`config.mk`:
```
export PLATFORM = sky130hd
export DESIGN_NAME = lpst_top
export DESIGN_NICKNAME = d
export VERILOG_FILES = /design/src/lpst_pkg.sv /design/src/lpst_tmr_if.sv /design/src/lpst_top.sv /design/src/lpst_timer.sv
export VERILOG_INCLUDE_DIRS = /design/src
export SDC_FILE = /design/constraint.sdc
export NUM_CORES = 1
export LEC_CHECK = 0
export BUFFER_PORTS_ARGS = -buffer_cell sky130_fd_sc_hd__buf_2
export CORE_ASPECT_RATIO = 1.5
export CORE_MARGIN = 2
export CORE_UTILIZATION = 45
export DETAILED_ROUTE_END_ITERATION = 10
export PLACE_DENSITY_LB_ADDON = 0.15
export SLEW_MARGIN = 20
export SYNTH_ARGS = -nofsm -noshare
export SYNTH_HDL_FRONTEND = slang
export SYNTH_HIERARCHICAL = 1
export SYNTH_SLANG_ARGS = --single-unit
```
`constraint.sdc`:
```
create_clock -name clk -period 3.1 [get_ports clk]
set_input_delay 0.62 -clock clk [delete_from_list [all_inputs] [get_ports clk]]
set_output_delay 0.62 -clock clk [all_outputs]
set_load 0.01 [all_outputs]
```
`src/lpst_map.svh`:
```
// register offsets, bit positions, reset values and timing counts
// assumes inclusion by bare name from the package and design files
`ifndef LPST_MAP_SVH
`define LPST_MAP_SVH

// ---------------------------------------------------------------
// timing
// ---------------------------------------------------------------
`define LPST_CLK_HZ            40000000
`define LPST_LSRC_HZ           10000
`define LPST_TICKS_PER_TIMEOUT 64
`define LPST_PRESC_W           10

// ---------------------------------------------------------------
// register offsets
// ---------------------------------------------------------------
`define LPST_WDCTL_OFF         8'hAA
`define LPST_WKCON_OFF         8'hAB
`define LPST_XIE_OFF           8'hE8

// ---------------------------------------------------------------
// field positions
// ---------------------------------------------------------------
`define LPST_WD_EN_BIT         7
`define LPST_WD_CLR_BIT        6
`define LPST_WD_RIS_BIT        4
`define LPST_WD_FLAG_BIT       3
`define LPST_WK_EN_BIT         7
`define LPST_WK_CLR_BIT        6
`define LPST_WK_FLAG_BIT       5
`define LPST_PSEL_MSB          2
`define LPST_PSEL_LSB          0
`define LPST_XIE_WK_BIT        1

// ---------------------------------------------------------------
// reset values
// ---------------------------------------------------------------
`define LPST_WKCON_RST         8'h00
`define LPST_PSEL_RST          3'h0

`endif

```
`src/lpst_pkg.sv`:
```
// shared types of the low-power supervisor timers
// assumes lpst_map.svh on the include path
`include "lpst_map.svh"

package lpst_pkg;

   typedef logic [7:0] lpst_addr_t;
   typedef logic [7:0] lpst_byte_t;
   typedef logic [2:0] lpst_psel_t;
   typedef logic [3:0] lpst_shift_t;
   typedef logic [$clog2(`LPST_TICKS_PER_TIMEOUT)-1:0] lpst_cnt_t;

endpackage : lpst_pkg

```
`src/lpst_tmr_if.sv`:
```
// link between the control logic and one prescaled tick timer
// assumes lpst_pkg compiled first
`timescale 1ns/1ps

interface lpst_tmr_if;
   import lpst_pkg::*;

   logic        tick;
   logic        run;
   logic        clear;
   lpst_shift_t shift;
   logic        timeout;
   lpst_cnt_t   count;

   modport ctl (output tick, output run, output clear, output shift,
                input timeout, input count);
   modport tmr (input tick, input run, input clear, input shift,
                output timeout, output count);
endinterface : lpst_tmr_if

```
`src/lpst_top.sv`:
```
// watchdog and wake-up timer with their control registers
// assumes synchronous cpu state inputs and a plain register port
`timescale 1ns/1ps
`include "lpst_map.svh"

module lpst_top #(
   parameter int LSRC_DIV = `LPST_CLK_HZ / `LPST_LSRC_HZ
)(
   // clock and reset
   input  wire logic              clk,
   input  wire logic              rst,
   input  wire logic              rst_por,
   // configuration and cpu state
   input  wire logic              config_watchdog_disable,
   input  wire logic              cpu_idle,
   input  wire logic              cpu_power_down,
   input  wire logic              global_interrupt_enable,
   // register port
   input  wire lpst_pkg::lpst_addr_t reg_addr,
   input  wire lpst_pkg::lpst_byte_t reg_wdata,
   input  wire logic              reg_wr,
   input  wire logic              reg_rd,
   output lpst_pkg::lpst_byte_t   reg_rdata,
   // system events
   output logic                   watchdog_reset_req,
   output logic                   wakeup_req,
   output logic                   wakeup_irq
);
   import lpst_pkg::*;

   localparam int DW = $clog2(LSRC_DIV);

   // ------------------------------------------------------------
   // declarations
   // ------------------------------------------------------------
   logic          wd_en_r;
   logic          wd_en_nxt;
   logic          wd_ris_r;
   logic          wd_ris_nxt;
   logic          wd_flag_r;
   logic          wd_flag_nxt;
   lpst_psel_t    wd_psel_r;
   lpst_psel_t    wd_psel_nxt;
   logic          wk_en_r;
   logic          wk_en_nxt;
   logic          wk_flag_r;
   logic          wk_flag_nxt;
   lpst_psel_t    wk_psel_r;
   lpst_psel_t    wk_psel_nxt;
   logic          wk_ie_r;
   logic          wk_ie_nxt;

   logic [DW-1:0] lsrc_cnt_r;
   logic [DW-1:0] lsrc_cnt_nxt;
   logic          sleep_d_r;
   logic          sleep_d_nxt;
   logic          rst_req_r;
   logic          rst_req_nxt;
   logic          wake_r;
   logic          wake_nxt;
   logic          irq_r;
   logic          irq_nxt;
   lpst_byte_t    rdata_r;
   lpst_byte_t    rdata_nxt;

   logic          lsrc_tick;
   logic          sleep;
   logic          sleep_edge;
   logic          wd_wr;
   logic          wk_wr;
   logic          xie_wr;

   lpst_tmr_if    wd_if ();
   lpst_tmr_if    wk_if ();

   // ------------------------------------------------------------
   // prescale lookup
   // ------------------------------------------------------------
   // watchdog divider as a power of two
   function automatic lpst_shift_t wd_shift(input lpst_psel_t sel);
      lpst_shift_t s;
      unique case (sel)
         3'h0: s = 4'h0;
         3'h1: s = 4'h1;
         3'h2: s = 4'h3;
         3'h3: s = 4'h4;
         3'h4: s = 4'h5;
         3'h5: s = 4'h6;
         3'h6: s = 4'h7;
         3'h7: s = 4'h8;
      endcase
      return s;
   endfunction : wd_shift

   // wake-up divider as a power of two
   function automatic lpst_shift_t wk_shift(input lpst_psel_t sel);
      lpst_shift_t s;
      unique case (sel)
         3'h0: s = 4'h0;
         3'h1: s = 4'h2;
         3'h2: s = 4'h3;
         3'h3: s = 4'h5;
         3'h4: s = 4'h6;
         3'h5: s = 4'h8;
         3'h6: s = 4'h9;
         3'h7: s = 4'hA;
      endcase
      return s;
   endfunction : wk_shift

   // ------------------------------------------------------------
   // decode and timer hookup
   // ------------------------------------------------------------
   // write decode, low-speed rc tick and sleep edge
   assign wd_wr      = reg_wr && (reg_addr == `LPST_WDCTL_OFF);
   assign wk_wr      = reg_wr && (reg_addr == `LPST_WKCON_OFF);
   assign xie_wr     = reg_wr && (reg_addr == `LPST_XIE_OFF);
   assign lsrc_tick  = (lsrc_cnt_r == DW'(LSRC_DIV - 1));
   assign sleep      = cpu_idle || cpu_power_down;
   assign sleep_edge = sleep ^ sleep_d_r;

   // watchdog counter controls
   assign wd_if.tick  = lsrc_tick;
   assign wd_if.run   = wd_en_r && (!sleep || wd_ris_r);
   assign wd_if.clear = (wd_wr && reg_wdata[`LPST_WD_CLR_BIT])
                        || sleep_edge;
   assign wd_if.shift = wd_shift(wd_psel_r);

   // wake-up counter controls, no sleep gating
   assign wk_if.tick  = lsrc_tick;
   assign wk_if.run   = wk_en_r;
   assign wk_if.clear = wk_wr && reg_wdata[`LPST_WK_CLR_BIT];
   assign wk_if.shift = wk_shift(wk_psel_r);

   lpst_timer #(.PW(`LPST_PRESC_W)) u_wd_timer (
      .clk (clk),
      .rst (rst),
      .tif (wd_if.tmr)
   );

   lpst_timer #(.PW(`LPST_PRESC_W)) u_wk_timer (
      .clk (clk),
      .rst (rst),
      .tif (wk_if.tmr)
   );

   // ------------------------------------------------------------
   // control registers
   // ------------------------------------------------------------
   // software writes, hardware sets win, then reset loading
   always_comb
   begin
      wd_en_nxt   = wd_en_r;
      wd_ris_nxt  = wd_ris_r;
      wd_flag_nxt = wd_flag_r;
      wd_psel_nxt = wd_psel_r;
      wk_en_nxt   = wk_en_r;
      wk_flag_nxt = wk_flag_r;
      wk_psel_nxt = wk_psel_r;
      wk_ie_nxt   = wk_ie_r;
      if (wd_wr)
      begin
         wd_en_nxt   = reg_wdata[`LPST_WD_EN_BIT];
         wd_ris_nxt  = reg_wdata[`LPST_WD_RIS_BIT];
         wd_flag_nxt = reg_wdata[`LPST_WD_FLAG_BIT];
         wd_psel_nxt = reg_wdata[`LPST_PSEL_MSB:`LPST_PSEL_LSB];
      end
      if (wk_wr)
      begin
         wk_en_nxt   = reg_wdata[`LPST_WK_EN_BIT];
         wk_psel_nxt = reg_wdata[`LPST_PSEL_MSB:`LPST_PSEL_LSB];
         if (!reg_wdata[`LPST_WK_FLAG_BIT])
         begin
            wk_flag_nxt = 1'b0;
         end
      end
      if (xie_wr)
      begin
         wk_ie_nxt = reg_wdata[`LPST_XIE_WK_BIT];
      end
      if (wd_if.timeout)
      begin
         wd_flag_nxt = 1'b1;
      end
      if (wk_if.timeout)
      begin
         wk_flag_nxt = 1'b1;
      end
      if (rst)
      begin
         wd_en_nxt   = ~config_watchdog_disable;
         wk_en_nxt   = 1'(`LPST_WKCON_RST >> `LPST_WK_EN_BIT);
         wk_flag_nxt = 1'b0;
         wk_psel_nxt = `LPST_PSEL_RST;
         wk_ie_nxt   = 1'b0;
         if (rst_por)
         begin
            wd_ris_nxt  = 1'b0;
            wd_psel_nxt = `LPST_PSEL_RST;
            wd_flag_nxt = 1'b0;
         end
      end
   end

   always_ff @(posedge clk)
   begin
      wd_en_r   <= wd_en_nxt;
      wd_ris_r  <= wd_ris_nxt;
      wd_flag_r <= wd_flag_nxt;
      wd_psel_r <= wd_psel_nxt;
      wk_en_r   <= wk_en_nxt;
      wk_flag_r <= wk_flag_nxt;
      wk_psel_r <= wk_psel_nxt;
      wk_ie_r   <= wk_ie_nxt;
   end

   // ------------------------------------------------------------
   // divider, events and read port
   // ------------------------------------------------------------
   // rc tick divider, registered events, one-cycle read data
   always_comb
   begin
      lsrc_cnt_nxt = lsrc_tick ? '0 : DW'(lsrc_cnt_r + 1'b1);
      sleep_d_nxt  = sleep;
      rst_req_nxt  = wd_if.timeout;
      wake_nxt     = wk_if.timeout;
      irq_nxt      = wk_flag_r && wk_ie_r
                     && global_interrupt_enable;
      rdata_nxt    = '0;
      if (reg_rd)
      begin
         unique case (reg_addr)
            `LPST_WDCTL_OFF: rdata_nxt = {wd_en_r, 2'h0, wd_ris_r, wd_flag_r, wd_psel_r};
            `LPST_WKCON_OFF: rdata_nxt = {wk_en_r, 1'b0, wk_flag_r, 2'h0, wk_psel_r};
            `LPST_XIE_OFF:   rdata_nxt = {6'h00, wk_ie_r, 1'b0};
            default:         rdata_nxt = '0;
         endcase
      end
      if (rst)
      begin
         lsrc_cnt_nxt = '0;
         sleep_d_nxt  = 1'b0;
         rst_req_nxt  = 1'b0;
         wake_nxt     = 1'b0;
         irq_nxt      = 1'b0;
         rdata_nxt    = '0;
      end
   end

   always_ff @(posedge clk)
   begin
      lsrc_cnt_r <= lsrc_cnt_nxt;
      sleep_d_r  <= sleep_d_nxt;
      rst_req_r  <= rst_req_nxt;
      wake_r     <= wake_nxt;
      irq_r      <= irq_nxt;
      rdata_r    <= rdata_nxt;
   end

   // outputs straight from flops
   assign reg_rdata          = rdata_r;
   assign watchdog_reset_req = rst_req_r;
   assign wakeup_req         = wake_r;
   assign wakeup_irq         = irq_r;
endmodule : lpst_top

```
`src/lpst_timer.sv`:
```
// prescaler plus 6-bit tick counter, one per supervisory timer
// assumes tick is a one-cycle enable at the low-speed rc rate
`timescale 1ns/1ps
`include "lpst_map.svh"

module lpst_timer #(
   parameter int PW = `LPST_PRESC_W
)(
   // clock and reset
   input wire logic clk,
   input wire logic rst,
   // control link
   lpst_tmr_if.tmr  tif
);
   import lpst_pkg::*;

   logic [PW-1:0] presc_r;
   logic [PW-1:0] presc_nxt;
   logic [PW-1:0] mask;
   lpst_cnt_t     cnt_r;
   lpst_cnt_t     cnt_nxt;
   logic          ptick;

   // ------------------------------------------------------------
   // prescaler and tick counter
   // ------------------------------------------------------------
   // prescaled tick when the selected low bits are all ones
   always_comb
   begin
      mask      = ~({PW{1'b1}} << tif.shift);
      ptick     = tif.run && tif.tick && ((presc_r & mask) == mask);
      presc_nxt = presc_r;
      cnt_nxt   = cnt_r;
      if (rst || tif.clear)
      begin
         presc_nxt = '0;
         cnt_nxt   = '0;
      end
      else if (tif.run && tif.tick)
      begin
         presc_nxt = PW'(presc_r + 1'b1);
         if (ptick)
         begin
            cnt_nxt = lpst_cnt_t'(cnt_r + 1'b1);
         end
      end
   end

   always_ff @(posedge clk)
   begin
      presc_r <= presc_nxt;
      cnt_r   <= cnt_nxt;
   end

   // wrap after the 64th prescaled tick, a clear beats it
   assign tif.timeout = ptick && (cnt_r == '1) && !tif.clear && !rst;
   assign tif.count   = cnt_r;
endmodule : lpst_timer

```
==> results of run 1 <==
[layer usage]
| layer | GRT usage | part of all wire | up-vias |
|---|---|---|---|
| met5 | 0 | 0 | - |
| met3 | 0.0399 | 0.037 | 9 |
| li1 | - | - | 1452 |
| met2 | 0.322 | 0.51 | 55 |
| met4 | 0.0836 | 0.015 | 0 |
| met1 | 0.218 | 0.44 | 1325 |
[how the worst max path moves through the flow]
| stage | depth (start not counted) | slack (ns) | endpoint |
|---|---|---|---|
| 2_1_floorplan | 8 | 0.54 | u_wd_timer/tif.count[5] |
| 3_3_place_gp | 9 | 0.50 | wk_if.shift[0] |
| 3_5_place_dp | 7 | 0.42 | wd_if.shift[1] |
| 4_1_cts | 9 | 0.57 | u_wk_timer/tif.count[5] |
| 5_1_grt | 10 | 0.31 | wk_flag_r |
| 6_report | 9 | 0.59 | u_wk_timer/tif.count[5] |
[metrics by stage]
| step | hold slack (ns) | total power [mW] | cell area, um^2 | setup WS [ns] | util |
|---|---|---|---|---|---|
| floorplan | 0.430 | 1.04 | 3550 | 0.543 | - |
| global placement | 0.446 | 1.07 | 3820 | 0.503 | 0.499 |
| detailed placement | 0.449 | 1.07 | 3820 | 0.418 | 0.499 |
| CTS | 0.462 | 2.12 | 4120 | 0.569 | 0.538 |
| global route | 0.504 | 2.17 | 4120 | 0.312 | 0.538 |
| finish | 0.457 | 2.09 | 4120 | 0.588 | 0.538 |
[cell families (layout without fill, tap and decap cells)]
| logic type | count (synthesis) | count (layout) | share of synthesized area |
|---|---|---|---|
| other cells | 1 | 1 | 0.00106 |
| compound gates | 62 | 62 | 0.122 |
| fa+ha+maj | 12 | 12 | 0.0423 |
| buf+inv | 25 | 66 | 0.0289 |
| simple gates | 181 | 181 | 0.271 |
| mux | 13 | 13 | 0.0374 |
| xor+xnor | 29 | 29 | 0.0715 |
| flops | 75 | 75 | 0.426 |
[cells in the mapped netlist (4+ instances only)]
master / count / area (um^2)
nand2b_1: 4 / 25.0
a21oi_1: 21 / 105
ha_1: 12 / 150
o21ai_0: 6 / 30.0
or3_1: 8 / 50.1
xor2_1: 17 / 149
nor2b_1: 6 / 37.5
dfxtp_1: 74 / 1480
nand2_1: 27 / 101
or2_1: 7 / 43.8
nor3_1: 10 / 50.1
nor2_1: 58 / 218
mux2i_1: 11 / 110
inv_1: 12 / 45.0
nand3_1: 23 / 115
nand4_1: 8 / 50.1
o21ai_1: 8 / 40.0
xnor2_1: 12 / 105
clkbuf_1: 9 / 33.8
a31oi_1: 4 / 25.0
[where the power goes]
part / internal [mW] / leakage, nW / switching, mW
Clock: 0.666 / 0.147 / 0.373
Combinational: 0.0248 / 0.736 / 0.0456
Sequential: 0.973 / 0.607 / 0.00485
[layout make-up]
class	count	area, um^2	area share
clock inverters	2	35.0	0.00850
flip-flops and latches	75	1510	0.367
inverters	12	45.0	0.0109
repair buffers	38	200	0.0486
multi-input cells	298	1940	0.470
well taps	102	128	0.0310
clock buffers	14	264	0.0641
[state kept, by name, indices dropped and copies added, names as in the netlist, 3 cells and up]
register,cells
lsrc_cnt_r,12
u_wd_timer/presc_r,10
u_wk_timer/presc_r,10
reg_rdata,7
u_wd_timer/tif.count,6
u_wk_timer/tif.count,6
wd_if.shift,4
wk_if.shift,4
wd_psel_r,3
wk_psel_r,3
==> metrics.yaml, run 1 <==
cts_resized: 0
finalHoldViolations: 0
cts_sinks: 75
tightest_slew_ns: 0.616
cts_tree: "yes"
grt_pass1_vias: 2806
fin_cells: 541
reg2reg_depth: 9
holdBufCountCts: 0
status: "completed"
ys.flop_type: "dfxtp_1"
postCtsSetupBuffers: 0
nNetsFinal: 471
gp_congestion: 0.799
relSlewSlack: 0.586
vias_per_cell: 5.25
postRouteAntennaNets: 0
ys_seq_area_frac: 0.426
rr_startpoint: "lsrc_cnt_r[0]"
power.density_mw_per_mm2: 507
final_common_cell: "dfxtp_1"
avgRoutedWirePerCell_um: 13.5
track_usage: 0.185
hp-class: "reg2reg"
root_buffer: "clkbuf_16"
drive_gt1_frac: 0.148
syn_inst: 398
synthDistinctLibCells: 55
cp.required_ns: 3.35
final_cell_mix: "dfxtp_1, nor2_1, buf_2"
io_buffers: 34
async_reset_ff_frac: 0
critPathLaunch: "lsrc_cnt_r[0]"
num_vias: 2841
antenna_found_initial: 0
drc: 0
ir_drop_mv: 0.333
cts_max_path_buffers: 2
drt_iter0_markers: 126
die_h_um: 113
numCtsBuffers: 9
syn_area_mm2: 0.00355
cp-end-kind: "register"
fin_setup_tns_ns: 0
r2r_end: "u_wk_timer/tif.count[5]"
num_antenna_cells: 0
synth.avg_cell_area_um2: 8.92
yosysWarnings: 6
ys_seq_elements: 75
drt_pass1_iterations: 5
clkSlewWorstSetupHoldPaths_ns: 0.05
cts-htree-levels: 3
rows: 39
core_mm2: 0.00766
dp_hpwl_um: 5350
cp-start-kind: "register"
clk_latency_ns: 0.33
n_fill_cell: 741
min_path_cells: 1
ios: 36
areaGrowthSynthToFinish_pct: 16.0
path_buf_inv: 1
hp-start: "lsrc_cnt_r[0]"
die_area_mm2: 0.00863
critPathKind: "reg2reg"
slowest_delay_ns: 0.52
syn-num-nets: 435
setup_viol: 0
cp.arrival_ns: 2.77
grt_max_degree: 34
critPathTopFamily: "simple AND/OR/NAND/NOR gates"
initial_core_util: 0.463
die_x_um: 76.5
reg2reg_slack_ns: 0.59
fin_crit_ns: 2.51
slew_violations: 0
grt-ovfl-total: 0
path_cells: "ha_1, nand4_1, nor3_1, buf_4, nand2_1, a2111oi_4, nand3_4, or4_1, a21oi_1"
synth_edf_count: 1
grt_pass1_wl_um: 12800
fmaxAchievable_mhz: 398
place_inst: 525
hold_end: "lsrc_cnt_r[0]"
crit_fanout: 10
fin_crit_sh: 0.810
rsz0062_at_grt: "false"
cap_violations: 0
cp_slowest_cell: "or4_1"
p_leak_nw: 1.49
skew_ns: 0.00945
wl_um: 7330
Note: power is estimated with default switching activity, not from simulation.
==> run 2, diff against run 1 <==
==> constraint.sdc (replaced) <==
create_clock -name clk -period 2.25 [get_ports clk]
set_input_delay 0.45 -clock clk [delete_from_list [all_inputs] [get_ports clk]]
set_output_delay 0.45 -clock clk [all_outputs]
set_load 0.01 [all_outputs]
==> metrics.yaml, run 2 (synthesized netlist as in run 1, its figures left out) <==
cp-end-kind: "register"
pwr-share-clk: 0.516
die_area_mm2: 0.00863
cp_slowest_cell: "or4_4"
fin_setup_tns_ns: 0
crit_fanout: 4
finalHoldViolations: 0
design_area_mm2: 0.00447
max_flop_register: "lsrc_cnt_r"
slew_violations: 0
path_cells: "ha_4, nand4_1, nor3_4, nand2_2, a2111oi_4, nand3_4, or4_4, a21oi_2"
power.density_mw_per_mm2: 681
fin_crit_sh: 0.970
cts_tree: "yes"
drt_iter0_markers: 78
num_vias: 2963
largest_reg_flops: 12
fin_crit_ns: 2.18
dp_hpwl_um: 5690
rows: 39
cp.required_ns: 2.52
slowest_delay_ns: 0.53
seq_area_mm2: 0.00151
multi_input_area_mm2: 0.00198
areaGrowthSynthToFinish_pct: 26.0
combPwrFrac: 0.042
pwr-share-seq: 0.442
final_cell_mix: "dfxtp_1, nor2_1, buf_4"
setup_viol: 0
track_usage: 0.184
avgRoutedWirePerCell_um: 13.3
cp-start-kind: "register"
n_fill_cell: 700
globalRouteMet2Util: 0.325
grt_pass1_vias: 2791
holdBufCountCts: 0
skew_ns: 0.00767
placed_area_mm2: 0.00410
grt_pass1_wl_um: 12700
reg_top3: "lsrc_cnt_r (12), u_wd_timer/presc_r (10), u_wk_timer/presc_r (10)"
die_x_um: 76.5
clkSlewWorstSetupHoldPaths_ns: 0.06
die_h_um: 113
use_met1: 0.219
fmaxAchievable_mhz: 458
ir_drop_mv: 0.403
drive_gt1_frac: 0.232
p_switching_mw: 0.612
busiest_layer: "met2"
antenna_found_initial: 0
numCtsBuffers: 9
grt_use_met3: 0.0407
grt-ovfl-total: 0
io_buffers: 34
cap_violations: 0
cts-htree-levels: 3
cts_sinks: 75
core_mm2: 0.00766
ios: 36
wl_um: 7640
critPathKind: "reg2reg"
sw_frac_of_total: 0.201
drc: 0
drt_pass1_iterations: 5
num_antenna_cells: 0
internal-power_mw: 2.43
hp-class: "in2reg"
cp.arrival_ns: 2.45
gp_congestion: 0.847
status: "completed"
grt_max_degree: 30
initial_core_util: 0.463
relSlewSlack: 0.659
nNetsFinal: 506
rsz0062_at_grt: "true"
root_buffer: "clkbuf_16"
p_leak_nw: 1.70
tightest_slew_ns: 0.512
clk_latency_ns: 0.33
postRouteAntennaNets: 0
cts_max_path_buffers: 2
vias_per_cell: 5.14
final_common_cell: "dfxtp_1"
[run 2: cell types whose count changed in the layout (fill, tap and decap cells not counted), sizes merged]
| cell | delta |
|---|---|
| clkinv | -1 |
| inv | +1 |
| bufinv | +1 |
| buf | +35 |
| clkbuf | -1 |
[run 2: critical path, delay by kind of cell, from the launching register on]
kind	cells	cell delay (ns)
adders and majority gates	1	0.14
DFF	1	0.35
and+or+nand+nor	5	1.21
AOI/OAI and AO/OA	2	0.42
[run 2: area by class of cell]
type                    instances  area share
multi-input cells             298       0.442
flip-flops and latches         75       0.338
repair buffers                 73       0.107
clock buffers                  13      0.0582
well taps                     102      0.0285
clock inverters                 3      0.0154
inverters                      12      0.0101
[run 2: path summary, 6_finish.rpt]
kind / start / endpoint / slack, ns / cells past startpoint
worst min register to register: u_wk_timer/tif.count[5] / u_wk_timer/tif.count[5] / 0.48 / 2
worst min-delay path: global_interrupt_enable / wakeup_irq / 0.38 / 2
worst max-delay path: lsrc_cnt_r[0] / u_wd_timer/tif.count[5] / 0.07 / 8
worst max register to register: lsrc_cnt_r[0] / u_wd_timer/tif.count[5] / 0.07 / 8
[run 2: power by group through the flow]
stage                     Clock [mW]  Combinational (mW)  Sequential, mW
after detailed placement           0               0.124            1.37
final                           1.57               0.127            1.35
after floorplan                    0              0.0567            1.37
after global placement             0               0.122            1.37
after CTS                       1.62               0.125            1.34
after global routing            1.66               0.141            1.35
[run 2: metrics by stage]
| step | std cells | setup WS [ns] | util | total power, mW | hold WS, ns |
|---|---|---|---|---|---|
| 4_1_cts | 575 | -0.0168 | 0.579 | 3.09 | 0.365 |
| 6_report | 576 | 0.0680 | 0.584 | 3.05 | 0.381 |
| 3_5_place_dp | 558 | -0.0741 | 0.535 | 1.50 | 0.473 |
| 2_1_floorplan | 398 | -0.0219 | - | 1.43 | 0.430 |
| 5_1_grt | 576 | -0.108 | 0.584 | 3.15 | 0.378 |
| 3_3_place_gp | 558 | -0.0398 | 0.535 | 1.50 | 0.461 |
[run 2: timing repair]
item                       4_1_cts  5_1_grt
pin swaps                        0        4
setup buffers                    1        1
setup endpoints to repair        4        8
gates resized for setup          1        7
[run 2: metal layers]
layer  vias to the layer above  wire [um]  part of all wire
met5                         -          0                 0
met4                         0         69            0.0090
met3                         5        207             0.027
met2                        38       3910              0.51
met1                      1398       3450              0.45
li1                       1522          -                 -
